File: config.mk
export PLATFORM = sky130hd
export DESIGN_NAME = bsp_ctrl
export DESIGN_NICKNAME = d
export VERILOG_FILES = /design/src/include/bsp_pkg.sv /design/src/include/bsp_cpu_if.sv /design/src/design/bsp_regs.sv /design/src/design/bsp_ctrl.sv
export SDC_FILE = /design/constraint.sdc
export NUM_CORES = 1
export LEC_CHECK = 0
export ABC_CLOCK_PERIOD_IN_PS = 5200
export BUFFER_PORTS_ARGS = -buffer_cell sky130_fd_sc_hd__buf_2
export CORE_MARGIN = 2
export CORE_UTILIZATION = 30
export CTS_BUF_LIST = sky130_fd_sc_hd__clkbuf_16
export DETAILED_ROUTE_END_ITERATION = 10
export PLACE_DENSITY = 0.58
export SYNTH_ARGS = -nofsm -noshare
export SYNTH_HDL_FRONTEND = slang
export SYNTH_SLANG_ARGS = --single-unit
File: constraint.sdc
create_clock -name ref_clk -period 5.2 [get_ports ref_clk]
set_input_delay 0 -clock ref_clk [delete_from_list [all_inputs] [get_ports ref_clk]]
set_output_delay 0 -clock ref_clk [all_outputs]
set_load 0.01 [all_outputs]
File: src/include/bsp_pkg.sv
/*
  Shared constants, state encoding and lane mapping functions for the burst
  SRAM port controller. Assumes a single 250 MHz fabric clock domain.
*/
`default_nettype none

package bsp_pkg;

  ////////////////////////////////////////////////////////////////////////////
  // timing
  localparam int unsigned CLK_MHZ = 250;
  localparam int unsigned CAL_TIME_US = 100;
  localparam int unsigned CAL_CYCLES = CAL_TIME_US * CLK_MHZ;
  localparam int unsigned RD_LAT = 10;
  localparam int unsigned EXT_LAT = 2;
  localparam int unsigned SYNC_LEN = 2;
  localparam int unsigned ALIGN = RD_LAT - 1 - EXT_LAT - SYNC_LEN;
  localparam int unsigned VLEN = RD_LAT + 1;

  ////////////////////////////////////////////////////////////////////////////
  // widths and register map
  localparam int unsigned LANES = 4;
  localparam logic [7:0] OFF_CTRL = 8'h00;
  localparam logic [7:0] OFF_ADDR = 8'h04;
  localparam logic [7:0] OFF_WDATA = 8'h08;
  localparam logic [7:0] OFF_RDATA = 8'h0c;
  localparam logic [7:0] OFF_STATUS = 8'h10;
  localparam int unsigned CTRL_WR = 0;
  localparam int unsigned CTRL_RD = 1;
  localparam int unsigned CTRL_SEL = 2;
  localparam int unsigned CTRL_MASK = 4;
  localparam int unsigned STAT_READY = 0;
  localparam int unsigned STAT_FAIL = 1;
  localparam int unsigned STAT_BUSY = 2;
  localparam int unsigned STAT_CHK = 4;
  localparam logic [3:0] RST_MASK = 4'hf;
  localparam logic [31:0] RST_WORD = 32'h0;
  localparam logic [1:0] RESP_OKAY = 2'h0;
  localparam logic [1:0] RESP_DECERR = 2'h3;

  ////////////////////////////////////////////////////////////////////////////
  // calibration pattern and write sources
  localparam logic [31:0] CAL_ADDR = 32'h0;
  localparam logic [35:0] CAL_PAT0 = 36'ha5a5a5a5a;
  localparam logic [35:0] CAL_PAT1 = 36'h5a5a5a5a5;
  localparam logic [1:0] SRC_FAB = 2'h0;
  localparam logic [1:0] SRC_CPU = 2'h1;
  localparam logic [1:0] SRC_CAL = 2'h2;

  typedef enum logic [5:0] {
    ST_WAIT = 6'h01,
    ST_CAL_WR = 6'h02,
    ST_CAL_RD = 6'h04,
    ST_CAL_CHK = 6'h08,
    ST_RUN = 6'h10,
    ST_FAIL = 6'h20
  } bsp_state_t;

  ////////////////////////////////////////////////////////////////////////////
  // fabric word (checks on 35:32) to pin word (9-bit lanes) and back
  function automatic logic [35:0] bsp_to_phys(input logic [35:0] w);
    logic [35:0] p;
    p = '0;
    for (int i = 0; i < LANES; i++) begin
      p[i*9 +: 9] = {w[32+i], w[i*8 +: 8]};
    end
    return p;
  endfunction : bsp_to_phys

  function automatic logic [35:0] bsp_from_phys(input logic [35:0] p);
    logic [35:0] w;
    w = '0;
    for (int i = 0; i < LANES; i++) begin
      w[32+i] = p[i*9+8];
      w[i*8 +: 8] = p[i*9 +: 8];
    end
    return w;
  endfunction : bsp_from_phys

endpackage : bsp_pkg

`default_nettype wire

File: src/include/bsp_cpu_if.sv
/*
  Carrier between the register slave and the command core: cpu access
  request, its data, and status back. Assumes one clock domain.
*/
`timescale 1ns/1ps
`default_nettype none

interface bsp_cpu_if;
  logic go_wr;
  logic go_rd;
  logic sel;
  logic [3:0] mask;
  logic [31:0] addr;
  logic [31:0] wdata;
  logic [35:0] rdata;
  logic busy;
  logic ready;
  logic fail;

  modport regs (
    output go_wr, go_rd, sel, mask, addr, wdata,
    input rdata, busy, ready, fail
  );

  modport core (
    input go_wr, go_rd, sel, mask, addr, wdata,
    output rdata, busy, ready, fail
  );
endinterface : bsp_cpu_if

`default_nettype wire

File: src/design/bsp_regs.sv
/*
  AXI4-Lite register slave for the burst SRAM port controller.
  Assumes ref_clk, synchronous active-high rst, single outstanding access.
*/
`timescale 1ns/1ps
`default_nettype none

module bsp_regs (
  // clock and reset
  input wire logic ref_clk,
  input wire logic rst,
  // axi4-lite slave
  input wire logic [31:0] s_axi_awaddr,
  input wire logic s_axi_awvalid,
  output logic s_axi_awready,
  input wire logic [31:0] s_axi_wdata,
  input wire logic [3:0] s_axi_wstrb,
  input wire logic s_axi_wvalid,
  output logic s_axi_wready,
  output logic [1:0] s_axi_bresp,
  output logic s_axi_bvalid,
  input wire logic s_axi_bready,
  input wire logic [31:0] s_axi_araddr,
  input wire logic s_axi_arvalid,
  output logic s_axi_arready,
  output logic [31:0] s_axi_rdata,
  output logic [1:0] s_axi_rresp,
  output logic s_axi_rvalid,
  input wire logic s_axi_rready,
  // core side
  bsp_cpu_if.regs cpu
);
  import bsp_pkg::*;

  typedef struct packed {
    logic awv;
    logic [7:0] awa;
    logic wv;
    logic [31:0] wd;
    logic [3:0] ws;
    logic bv;
    logic [1:0] br;
    logic rv;
    logic [31:0] rd;
    logic [1:0] rr;
    logic sel;
    logic [3:0] mask;
    logic [31:0] addr;
    logic [31:0] wdat;
    logic go_wr;
    logic go_rd;
  } bsp_regs_st_t;

  bsp_regs_st_t q;
  bsp_regs_st_t n;

  function automatic logic [31:0] bsp_merge(input logic [31:0] o, input logic [31:0] d,
                                            input logic [3:0] s);
    logic [31:0] r;
    r = o;
    for (int i = 0; i < 4; i++) begin
      if (s[i]) begin
        r[i*8 +: 8] = d[i*8 +: 8];
      end
    end
    return r;
  endfunction : bsp_merge

  //////////////////////////////////////////////////////////////////////////////
  // write and read channels
  always_comb begin
    n = q;
    n.go_wr = 1'b0;
    n.go_rd = 1'b0;
    if (s_axi_awvalid && !q.awv) begin
      n.awv = 1'b1;
      n.awa = s_axi_awaddr[7:0];
    end
    if (s_axi_wvalid && !q.wv) begin
      n.wv = 1'b1;
      n.wd = s_axi_wdata;
      n.ws = s_axi_wstrb;
    end
    if (s_axi_bready && q.bv) begin
      n.bv = 1'b0;
    end
    if (q.awv && q.wv && !q.bv) begin
      n.awv = 1'b0;
      n.wv = 1'b0;
      n.bv = 1'b1;
      n.br = RESP_OKAY;
      case (q.awa)
        OFF_CTRL: begin
          if (q.ws[0]) begin
            n.go_wr = q.wd[CTRL_WR];
            n.go_rd = q.wd[CTRL_RD];
            n.sel = q.wd[CTRL_SEL];
            n.mask = q.wd[CTRL_MASK +: 4];
          end
        end
        OFF_ADDR: n.addr = bsp_merge(q.addr, q.wd, q.ws);
        OFF_WDATA: n.wdat = bsp_merge(q.wdat, q.wd, q.ws);
        OFF_RDATA, OFF_STATUS: n.br = RESP_OKAY;
        default: n.br = RESP_DECERR;
      endcase
    end
    if (s_axi_rready && q.rv) begin
      n.rv = 1'b0;
    end
    if (s_axi_arvalid && !q.rv) begin
      n.rv = 1'b1;
      n.rr = RESP_OKAY;
      n.rd = '0;
      case (s_axi_araddr[7:0])
        OFF_CTRL: begin
          n.rd[CTRL_SEL] = q.sel;
          n.rd[CTRL_MASK +: 4] = q.mask;
        end
        OFF_ADDR: n.rd = q.addr;
        OFF_WDATA: n.rd = q.wdat;
        OFF_RDATA: n.rd = cpu.rdata[31:0];
        OFF_STATUS: begin
          n.rd[STAT_READY] = cpu.ready;
          n.rd[STAT_FAIL] = cpu.fail;
          n.rd[STAT_BUSY] = cpu.busy;
          n.rd[STAT_CHK +: 4] = cpu.rdata[35:32];
        end
        default: n.rr = RESP_DECERR;
      endcase
    end
  end

  always_ff @(posedge ref_clk) begin
    if (rst) begin
      q <= '0;
      q.mask <= RST_MASK;
      q.addr <= RST_WORD;
      q.wdat <= RST_WORD;
    end else begin
      q <= n;
    end
  end

  //////////////////////////////////////////////////////////////////////////////
  // outputs
  assign s_axi_awready = !q.awv;
  assign s_axi_wready = !q.wv;
  assign s_axi_bvalid = q.bv;
  assign s_axi_bresp = q.br;
  assign s_axi_arready = !q.rv;
  assign s_axi_rvalid = q.rv;
  assign s_axi_rdata = q.rd;
  assign s_axi_rresp = q.rr;
  assign cpu.go_wr = q.go_wr;
  assign cpu.go_rd = q.go_rd;
  assign cpu.sel = q.sel;
  assign cpu.mask = q.mask;
  assign cpu.addr = q.addr;
  assign cpu.wdata = q.wdat;

endmodule : bsp_regs

`default_nettype wire

File: src/design/bsp_ctrl.sv
/*
  Burst SRAM port controller top: fabric command port, pin side of the
  external burst SRAM, calibration sequencer, optional cpu access port.
  Assumes one 250 MHz clock, synchronous active-high reset, and an SRAM
  that returns read words EXT_LAT cycles after the command shows on pins.
*/
// The register addresses and register access over AXI4-Lite were decided locally.
`timescale 1ns/1ps
`default_nettype none

module bsp_ctrl #(
  parameter bit USE_CPU = 1'b1,
  parameter int unsigned CAL_CYC = bsp_pkg::CAL_CYCLES
) (
  // clock and reset
  input wire logic ref_clk,
  input wire logic rst,
  // fabric command port
  input wire logic rd_en,
  input wire logic wr_en,
  input wire logic [31:0] address,
  input wire logic [3:0] lane_write_mask,
  input wire logic [35:0] wr_data,
  output logic [35:0] rd_data,
  output logic rd_valid,
  output logic ack,
  output logic phy_ready,
  output logic cal_fail,
  // sram pins
  output logic [31:0] sram_addr,
  output logic sram_rd_n,
  output logic sram_wr_n,
  output logic [35:0] sram_d,
  output logic [3:0] sram_bw_n,
  input wire logic [35:0] sram_q,
  // axi4-lite slave
  input wire logic [31:0] s_axi_awaddr,
  input wire logic s_axi_awvalid,
  output logic s_axi_awready,
  input wire logic [31:0] s_axi_wdata,
  input wire logic [3:0] s_axi_wstrb,
  input wire logic s_axi_wvalid,
  output logic s_axi_wready,
  output logic [1:0] s_axi_bresp,
  output logic s_axi_bvalid,
  input wire logic s_axi_bready,
  input wire logic [31:0] s_axi_araddr,
  input wire logic s_axi_arvalid,
  output logic s_axi_arready,
  output logic [31:0] s_axi_rdata,
  output logic [1:0] s_axi_rresp,
  output logic s_axi_rvalid,
  input wire logic s_axi_rready
);
  import bsp_pkg::*;

  typedef struct packed {
    bsp_state_t st;
    logic [31:0] cnt;
    logic cal_ok;
    logic rd_prev;
    logic wr_prev;
    logic [1:0] wsrc;
    logic [31:0] p_addr;
    logic p_rd_n;
    logic p_wr_n;
    logic [35:0] p_d;
    logic [3:0] p_bw_n;
    logic [35:0] s1;
    logic [35:0] s2;
    logic [ALIGN-1:0][35:0] al;
    logic [VLEN-1:0] vf;
    logic [VLEN-1:0] vc;
    logic [VLEN-1:0] vk;
    logic pend;
    logic busy;
    logic cpu_wr;
    logic [35:0] crd;
  } bsp_ctrl_st_t;

  bsp_ctrl_st_t q;
  bsp_ctrl_st_t n;

  logic cpu_go_wr;
  logic cpu_go_rd;
  logic run;
  logic rd_ok;
  logic wr_ok;
  logic f_rd;
  logic f_wr;
  logic slot;
  logic c_rd;
  logic c_wr;
  logic k_rd;
  logic k_wr;
  logic is_rd;
  logic is_wr;
  logic [1:0] src;
  logic [35:0] rd_out;
  logic [35:0] word;
  logic [3:0] mask;

  bsp_cpu_if cpu ();

  //////////////////////////////////////////////////////////////////////////////
  // register slave
  bsp_regs u_regs (
    .ref_clk(ref_clk),
    .rst(rst),
    .s_axi_awaddr(s_axi_awaddr),
    .s_axi_awvalid(s_axi_awvalid),
    .s_axi_awready(s_axi_awready),
    .s_axi_wdata(s_axi_wdata),
    .s_axi_wstrb(s_axi_wstrb),
    .s_axi_wvalid(s_axi_wvalid),
    .s_axi_wready(s_axi_wready),
    .s_axi_bresp(s_axi_bresp),
    .s_axi_bvalid(s_axi_bvalid),
    .s_axi_bready(s_axi_bready),
    .s_axi_araddr(s_axi_araddr),
    .s_axi_arvalid(s_axi_arvalid),
    .s_axi_arready(s_axi_arready),
    .s_axi_rdata(s_axi_rdata),
    .s_axi_rresp(s_axi_rresp),
    .s_axi_rvalid(s_axi_rvalid),
    .s_axi_rready(s_axi_rready),
    .cpu(cpu.regs)
  );

  // cpu port present only when built in
  generate
    if (USE_CPU) begin : g_cpu
      assign cpu_go_wr = cpu.go_wr;
      assign cpu_go_rd = cpu.go_rd;
    end else begin : g_nocpu
      assign cpu_go_wr = 1'b0;
      assign cpu_go_rd = 1'b0;
    end
  endgenerate

  //////////////////////////////////////////////////////////////////////////////
  // command decode
  assign run = (q.st == ST_RUN);
  assign rd_ok = rd_en && !q.rd_prev;
  assign wr_ok = wr_en && !q.wr_prev;
  assign f_rd = run && rd_ok;
  assign f_wr = run && wr_ok && !rd_ok;
  assign slot = run && q.pend && !rd_en && !wr_en;
  assign c_wr = slot && q.cpu_wr && !q.wr_prev;
  assign c_rd = slot && !q.cpu_wr && !q.rd_prev;
  assign k_wr = (q.st == ST_CAL_WR);
  assign k_rd = (q.st == ST_CAL_RD);
  assign is_rd = f_rd || c_rd || k_rd;
  assign is_wr = f_wr || c_wr || k_wr;
  assign src = !is_wr ? q.wsrc : (f_wr ? SRC_FAB : (c_wr ? SRC_CPU : SRC_CAL));
  assign rd_out = q.al[ALIGN-1];

  // write word and lane mask for the first or second beat
  always_comb begin
    word = '0;
    mask = '0;
    case (src)
      SRC_FAB: begin
        word = wr_data;
        mask = lane_write_mask;
      end
      SRC_CPU: begin
        word = {4'h0, cpu.wdata};
        mask = (cpu.sel == !is_wr) ? cpu.mask : 4'h0;
      end
      default: begin
        word = is_wr ? CAL_PAT0 : CAL_PAT1;
        mask = 4'hf;
      end
    endcase
  end

  //////////////////////////////////////////////////////////////////////////////
  // next state
  always_comb begin
    n = q;
    // pin command, one burst address per command
    n.p_rd_n = !is_rd;
    n.p_wr_n = !is_wr;
    n.rd_prev = is_rd;
    n.wr_prev = is_wr;
    if (f_rd || f_wr) begin
      n.p_addr = address;
    end else if (c_rd || c_wr) begin
      n.p_addr = cpu.addr;
    end else if (k_rd || k_wr) begin
      n.p_addr = CAL_ADDR;
    end
    if (is_wr) begin
      n.wsrc = src;
    end
    // write beats, lanes mapped to 9-bit pin lanes
    n.p_d = bsp_to_phys(word);
    n.p_bw_n = (is_wr || q.wr_prev) ? ~mask : 4'hf;
    // read return: two sync stages then alignment to the fixed latency
    n.s1 = sram_q;
    n.s2 = q.s1;
    n.al[0] = bsp_from_phys(q.s2);
    for (int i = 1; i < ALIGN; i++) begin
      n.al[i] = q.al[i-1];
    end
    n.vf = {q.vf[VLEN-2:0], f_rd};
    n.vc = {q.vc[VLEN-2:0], c_rd};
    n.vk = {q.vk[VLEN-2:0], k_rd};
    // cpu access port
    if ((cpu_go_wr || cpu_go_rd) && !q.busy) begin
      n.pend = 1'b1;
      n.busy = 1'b1;
      n.cpu_wr = cpu_go_wr;
    end
    if (c_wr || c_rd) begin
      n.pend = 1'b0;
    end
    if (q.wr_prev && q.wsrc == SRC_CPU) begin
      n.busy = 1'b0;
    end
    if (q.vc[RD_LAT-1] && !cpu.sel) begin
      n.crd = rd_out;
    end
    if (q.vc[RD_LAT] && cpu.sel) begin
      n.crd = rd_out;
    end
    if (q.vc[RD_LAT]) begin
      n.busy = 1'b0;
    end
    // calibration sequence
    case (q.st)
      ST_WAIT: begin
        if (q.cnt >= CAL_CYC - 1) begin
          n.st = ST_CAL_WR;
        end else begin
          n.cnt = q.cnt + 32'h1;
        end
      end
      ST_CAL_WR: n.st = ST_CAL_RD;
      ST_CAL_RD: n.st = ST_CAL_CHK;
      ST_CAL_CHK: begin
        if (q.vk[RD_LAT-1]) begin
          n.cal_ok = (rd_out == CAL_PAT0);
        end
        if (q.vk[RD_LAT]) begin
          n.st = (q.cal_ok && rd_out == CAL_PAT1) ? ST_RUN : ST_FAIL;
        end
      end
      ST_RUN: n.st = ST_RUN;
      ST_FAIL: n.st = ST_FAIL;
      default: n.st = ST_WAIT;
    endcase
  end

  always_ff @(posedge ref_clk) begin
    if (rst) begin
      q <= '0;
      q.st <= ST_WAIT;
      q.p_rd_n <= 1'b1;
      q.p_wr_n <= 1'b1;
      q.p_bw_n <= 4'hf;
    end else begin
      q <= n;
    end
  end

  //////////////////////////////////////////////////////////////////////////////
  // outputs
  assign rd_data = rd_out;
  assign rd_valid = q.vf[RD_LAT-1] || q.vf[RD_LAT];
  assign ack = !q.busy;
  assign phy_ready = (q.st == ST_RUN);
  assign cal_fail = (q.st == ST_FAIL);
  assign sram_addr = q.p_addr;
  assign sram_rd_n = q.p_rd_n;
  assign sram_wr_n = q.p_wr_n;
  assign sram_d = q.p_d;
  assign sram_bw_n = q.p_bw_n;
  assign cpu.rdata = q.crd;
  assign cpu.busy = q.busy;
  assign cpu.ready = phy_ready;
  assign cpu.fail = cal_fail;

endmodule : bsp_ctrl

`default_nettype wire

=== After elaboration in Yosys (flattened, before gate mapping) ===
Index checks and enable logic that the tools add are counted.

* Register bits after elaboration: 596
* Output and inout bits: 155
* Logic and storage cells: 177

* Add/sub/neg operators: 1
* $lt $le $gt $ge: 1
* Eq/ne operators: 21
* Mux-type cells: 27
* Bitwise logic cells: 6
* Reduce and logical (&&, ||, !) cells: 74

{| class="wikitable"
|+ Operators with widths
! operator !! count
|-
| 36-bit two-way mux || 3
|-
| 32-bit two-way mux || 3
|-
| 24-bit one-hot mux with 3 select lines || 1
|-
| 36-bit one-hot mux with 2 select lines || 1
|-
| 36-bit by 35-bit equality test with 1-bit output (second input constant) || 1
|-
| 36-bit equality test (second input constant) || 1
|-
| 6-bit one-hot mux with 6 select lines || 1
|-
| 35-bit two-way mux || 1
|-
| 32-bit by 1-bit adder with 32-bit output (second input constant) || 1
|-
| 8-bit by 4-bit equality test with 1-bit output (second input constant) || 4
|-
| 32-bit by 15-bit greater-or-equal comparator with 1-bit output (second input constant) || 1
|-
| 3-bit AND reduction || 9
|-
| 1-bit logical AND || 24
|-
| 4-bit one-hot mux with 5 select lines || 1
|-
| 6-bit two-way mux || 3
|-
| 8-bit by 3-bit equality test with 1-bit output (second input constant) || 2
|-
| 8-bit by 5-bit equality test with 1-bit output (second input constant) || 2
|-
| 8-bit logical NOT || 2
|-
| 1-bit logical NOT || 14
|-
| 1-bit logical OR || 10
|-
| 2-bit two-way mux || 5
|-
| 5-bit OR reduction || 2
|-
| 2-bit one-hot mux with 4 select lines || 1
|-
| 4-bit one-hot mux with 2 select lines || 1
|-
| 23 further kinds || 36
|}

=== Longest topological paths before layout ===
* Word-level depth: 13
* Gate-level depth with buffers: 9
* Gate-level depth less buffers: 7

=== By module ===
Synthesis repeated with hierarchy kept, for this count alone.

* Cell total of the unflattened synthesis: 2153
* Area total of the unflattened synthesis: 21563.2 um2

{| class="wikitable"
|+ By module, submodules not included
! module !! times used !! cells an instance !! area an instance (um2) !! seq. area each (um2)
|-
| bsp_ctrl || 1 || 1387 || 14482.6 || 8828.5
|-
| bsp_regs || 1 || 766 || 7080.5 || 3062.9
|}

=== Worst setup path before layout ===
No wires, ideal clock.

* Kind: register to register
* Start: register q[438] (netlist name)
* End: register q[404] (netlist name)
* Library setup time: 128 ps
* Arrival time: 2276 ps
* Setup slack: 2797 ps
* Cell stages (with the launch flop): 8
* Path buffers: 2
* Clock period less this slack: 2403 ps
* Cell sequence: dfxtp_1 > buf_6 > or4_4 > or3b_4 > a2111oi_4 > buf_6 > mux2i_1 > nor2_1

* Longest elaborated chain between the ends: 2

{| class="wikitable"
|+ RTL lines
! element !! RTL line !! RTL
|-
| start: declaration || bsp_ctrl.sv:81 || <nowiki>bsp_ctrl_st_t q;</nowiki>
|-
| start signal: assignment || bsp_ctrl.sv:264 || <nowiki>q <= n;</nowiki>
|-
| 6-bit by 1-bit equality test with 1-bit output || bsp_ctrl.sv:232 || <nowiki>case (q.st)</nowiki>
|-
| 2-bit AND reduction (no source line) || - ||
|}

No other way between the ends.
A chain may end at the register's enable or synchronous reset.

=== Worst setup path in the final report ===
* Start: register q[440] (netlist name)
* End: register q, in the netlist sram_addr[14]

* Longest elaborated chain between the ends: 9
* Elaborated cells between the ends (all ways): 19
* Those cells by class: eq/ne: 3; mux: 2; reduce/logical: 14

{| class="wikitable"
|+ RTL lines
! element !! RTL line !! RTL
|-
| 6-bit by 5-bit equality test with 1-bit output || bsp_ctrl.sv:143 || <nowiki>assign run = (q.st == ST_RUN);</nowiki>
|-
| 1-bit logical AND (3 in a row) || bsp_ctrl.sv:148 || <nowiki>assign slot = run && q.pend && !rd_en && !wr_en;</nowiki>
|-
| 1-bit logical AND, on equally long branches (2 in a row) || bsp_ctrl.sv:149, bsp_ctrl.sv:150 ||
|-
| 1-bit logical OR || bsp_ctrl.sv:189 || <nowiki>end else if (c_rd || c_wr) begin</nowiki>
|-
| 32-bit two-way mux || bsp_ctrl.sv:189 ||
|-
| 32-bit two-way mux || bsp_ctrl.sv:187 || <nowiki>if (f_rd || f_wr) begin</nowiki>
|}

Several ways; a longest one is shown, not always the timed one.

==> reports/qor.txt <==
CP endpoint kind = register
Hold WC Path Type = input port to register
RSZ-0062 raised after global routing = false
crit-path cells = nor4_2 > nand3b_1 > a2111oi_4 > buf_4 > nor3_2 > buf_4 > a222oi_1 > nor2_1
syn_nets = 2361
Peak supply drop = 0.3545 mV
layout cell share with drive strength beyond 1 = 19.00%
Max Cap Violations = 0
Worst Path Arrival = 3480 ps
Vias = 15925
layer with the highest usage = met2
nets@finish = 2710
Synth Flop Type = dfxtp_1
wire per inst = 17.55 µm
Post-synth EDFFs = 0
grt met1 use = 20.30%
Leak = 10.54 nW
worst skew pair latency = 640 ps
post-cts sizing count = 0
Initial Utilization = 30.42%
I/O pin total = 372
status = complete, no violations
PD cells = 365.7 nW/µm²
asr flop ratio synth = 0%
vias in the first global route = 15607
Post-Syn Instances = 2143
min Tclk post-route = 3004 ps
fin crit share = 57.77%
CTS Buffer Depth = 3
Die Span Y = 268.2 µm
CP delay by family, top = simple AND/OR/NAND/NOR gates
CP Class = register to register
global-route wire length before repair = 90.08 mm
Final Skew = 46.43 ps
CTS root buffer = clkbuf_16
grt ovf = 0
final hold vios = 0
Die W = 268.2 µm
RePlAce Congestion = 0.8379
Area Overhead vs Synth = 26.80%
most used cell, CP = buf_4
average cell area after synthesis = 9.769 µm²
Unique masters post-synth = 61
max_slew headroom = 18.52%
Worst Path Required = 5680 ps
CP Launch Type = register
CP Max Fanout = 34
synthesized flop and latch total = 594
Final setup viols = 0
Mapped Area = 20940 µm²
Routed Antenna Nets = 0
met3 Use GR = 2.923%
wirelength, routed = 60.99 mm
Synth top area share = 56.80%
IO buf count = 323
initial DRC count = 1153
H-tree Lvls = 2
Yosys warnings = 0
Seq/Total Area, Yosys = 56.80%
Clk pin slew, worst setup/hold paths = 60 ps
CTS buffer count = 61
worst slew pin tran = 1222 ps
largest net degree at the start of global routing = 152
DR vias/cell = 4.581
initial antenna violation count = 2
FMAX = 332.9 MHz
area of the die = 71910 µm²
site row count = 96
GRT met2 Usage = 28.40%
Final Max Tran Viols = 0
Overall Global Routing Usage = 16.35%
# DRC = 0
cell accounting for the most synthesized area = dfxtp_1
DP Wirelength = 42.00 mm
overall power = 9.708 mW
largest cells by area after synthesis = dfxtp_1, nor2b_1, buf_4, nand2_1, a21oi_1
floorplan core area = 68830 µm²
first-pass iteration count of the detailed router = 9
postcts setup bufs = 0
Critical-path top delay cell = nor4_2
clk sinks = 594
CTS tree = yes
worst path bufs/invs = 2
max incr delay on CP = 510 ps
Setup TNS = 0 ps
[stage by stage]
| step | cells | hold WS [ps] | instance area [µm²] | setup WS, ps | utilization (%) |
|---|---|---|---|---|---|
| after floorplan | 2143 | 99.02 | 20940 | 2797 | - |
| after global placement | 3136 | 188.0 | 22310 | 2372 | 32.41 |
| after detailed placement | 3136 | 193.0 | 22310 | 2276 | 32.41 |
| after CTS | 3473 | 58.01 | 26540 | 2218 | 38.56 |
| after global routing | 3473 | 107.0 | 26540 | 1963 | 38.56 |
| final | 3476 | 120.7 | 26550 | 2196 | 38.57 |
[worst reg2reg max path, cell delays in order, from the launching register on]
cell and delay (ps):
dfxtp_1 360, nor4_2 510, nand3b_1 370, a2111oi_4 400, buf_4 420, nor3_2 100
buf_4 260, a222oi_1 350, nor2_1 90
[logic make-up after synthesis]
| group | after synthesis | share of synthesized area, % |
|---|---|---|
| simple gates | 839 | 20.70 |
| flops | 594 | 56.80 |
| compound gates | 318 | 9.957 |
| buf+inv | 300 | 8.056 |
| mux | 76 | 3.801 |
| xor+xnor | 15 | 0.6276 |
| fa+ha+maj | 1 | 0.05976 |
[per-layer routing]
| layer | vias to the layer above | wire length [µm] | share of wire (%) |
|---|---|---|---|
| li1 | 7750 | - | - |
| met1 | 7565 | 26160 | 43 |
| met3 | 108 | 3380 | 5.5 |
| met5 | - | 13 | 0.021 |
| met4 | 2 | 1866 | 3.1 |
| met2 | 500 | 29570 | 48 |
[area by class of cell]
class | instances | area, µm²
Inverter | 20 | 75.07
Timing Repair Buffer | 566 | 4011
Fill cell | 6708 | 42280
Multi-Input combinational cell | 1249 | 7408
Sequential cell | 594 | 11890
Clock inverter | 52 | 461.7
Antenna cell | 3 | 7.507
Clock buffer | 61 | 1526
Tap cell | 931 | 1165
[sequential cells by signal, summed over array words and instances (netlist names), 36 cells and up]
register,cells
sram_d,36
cpu.rdata,36
u_regs.q,46
rd_data,36
n,246
q,48
[Yosys cell counts (14+ instances only)]
cell type  number
a22o_1         27
nor2b_1       307
a21oi_1       164
a22oi_1        27
mux2_2         28
nand4_1        14
nor3_1         14
mux2i_1        48
xor2_1         14
inv_1          20
nand2_1       242
a222oi_1       32
dfxtp_1       594
clkbuf_1      119
buf_4         144
nor2_1        126
nand3_1        70
o21ai_0        27
[where the power goes]
group / leakage (nW) / internal, mW / switching (mW) / total, mW
registers: 4.83 / 4.67 / 0.0742 / 4.75
logic: 4.72 / 0.327 / 0.354 / 0.681
clock network: 0.995 / 2.44 / 1.84 / 4.28
[timing repair]
item / in CTS / in global routing
hold buffers: 224 / 0
setup endpoints to repair: 0 / 0
hold endpoints to repair: 278 / 0
[cell usage in the layout, fill, tap and decap left out, types with 5 or more instances in the layout]
cell type      Yosys  layout
dfxtp_1          594     594
buf_2              4     322
nor2b_1          307     305
nand2_1          242     242
dlygate4sd3_1      0     224
a21oi_1          164     163
nor2_1           126     126
nand3_1           70      70
clkbuf_16          0      61
mux2i_1           48      47
a222oi_1          32      32
mux2_2            28      28
inv_1             20      27
a22o_1            27      27
a22oi_1           27      27
o21ai_0           27      26
buf_4            144      19
clkinv_2           0      15
clkinv_1           0      15
nand4_1           14      14
xor2_1            14      14
nor3_1            14      12
nor4bb_1           9       9
and3_1             9       9
a211oi_1           7       7
nor4b_1            6       6
bufinv_16          0       6
nand2b_1           5       5
o221ai_1           5       5
a31oi_1            5       5
a221oi_1           5       5
[path summary, 6_finish.rpt]
path	from	end	slack (ps)	depth (start not counted)
worst min-delay path	sram_q[17]	n[269]$_SDFF_PP0_	120	3
worst max-delay path	q[440]$_SDFFE_PP0P_	sram_addr[14]$_SDFFE_PP0P_	2200	8
worst min register to register	n[48]$_SDFF_PP0_	n[49]$_SDFF_PP0_	430	1
worst max register to register	q[440]$_SDFFE_PP0P_	sram_addr[14]$_SDFFE_PP0P_	2200	8
No activity file was read; power rests on OpenSTA's default activity.
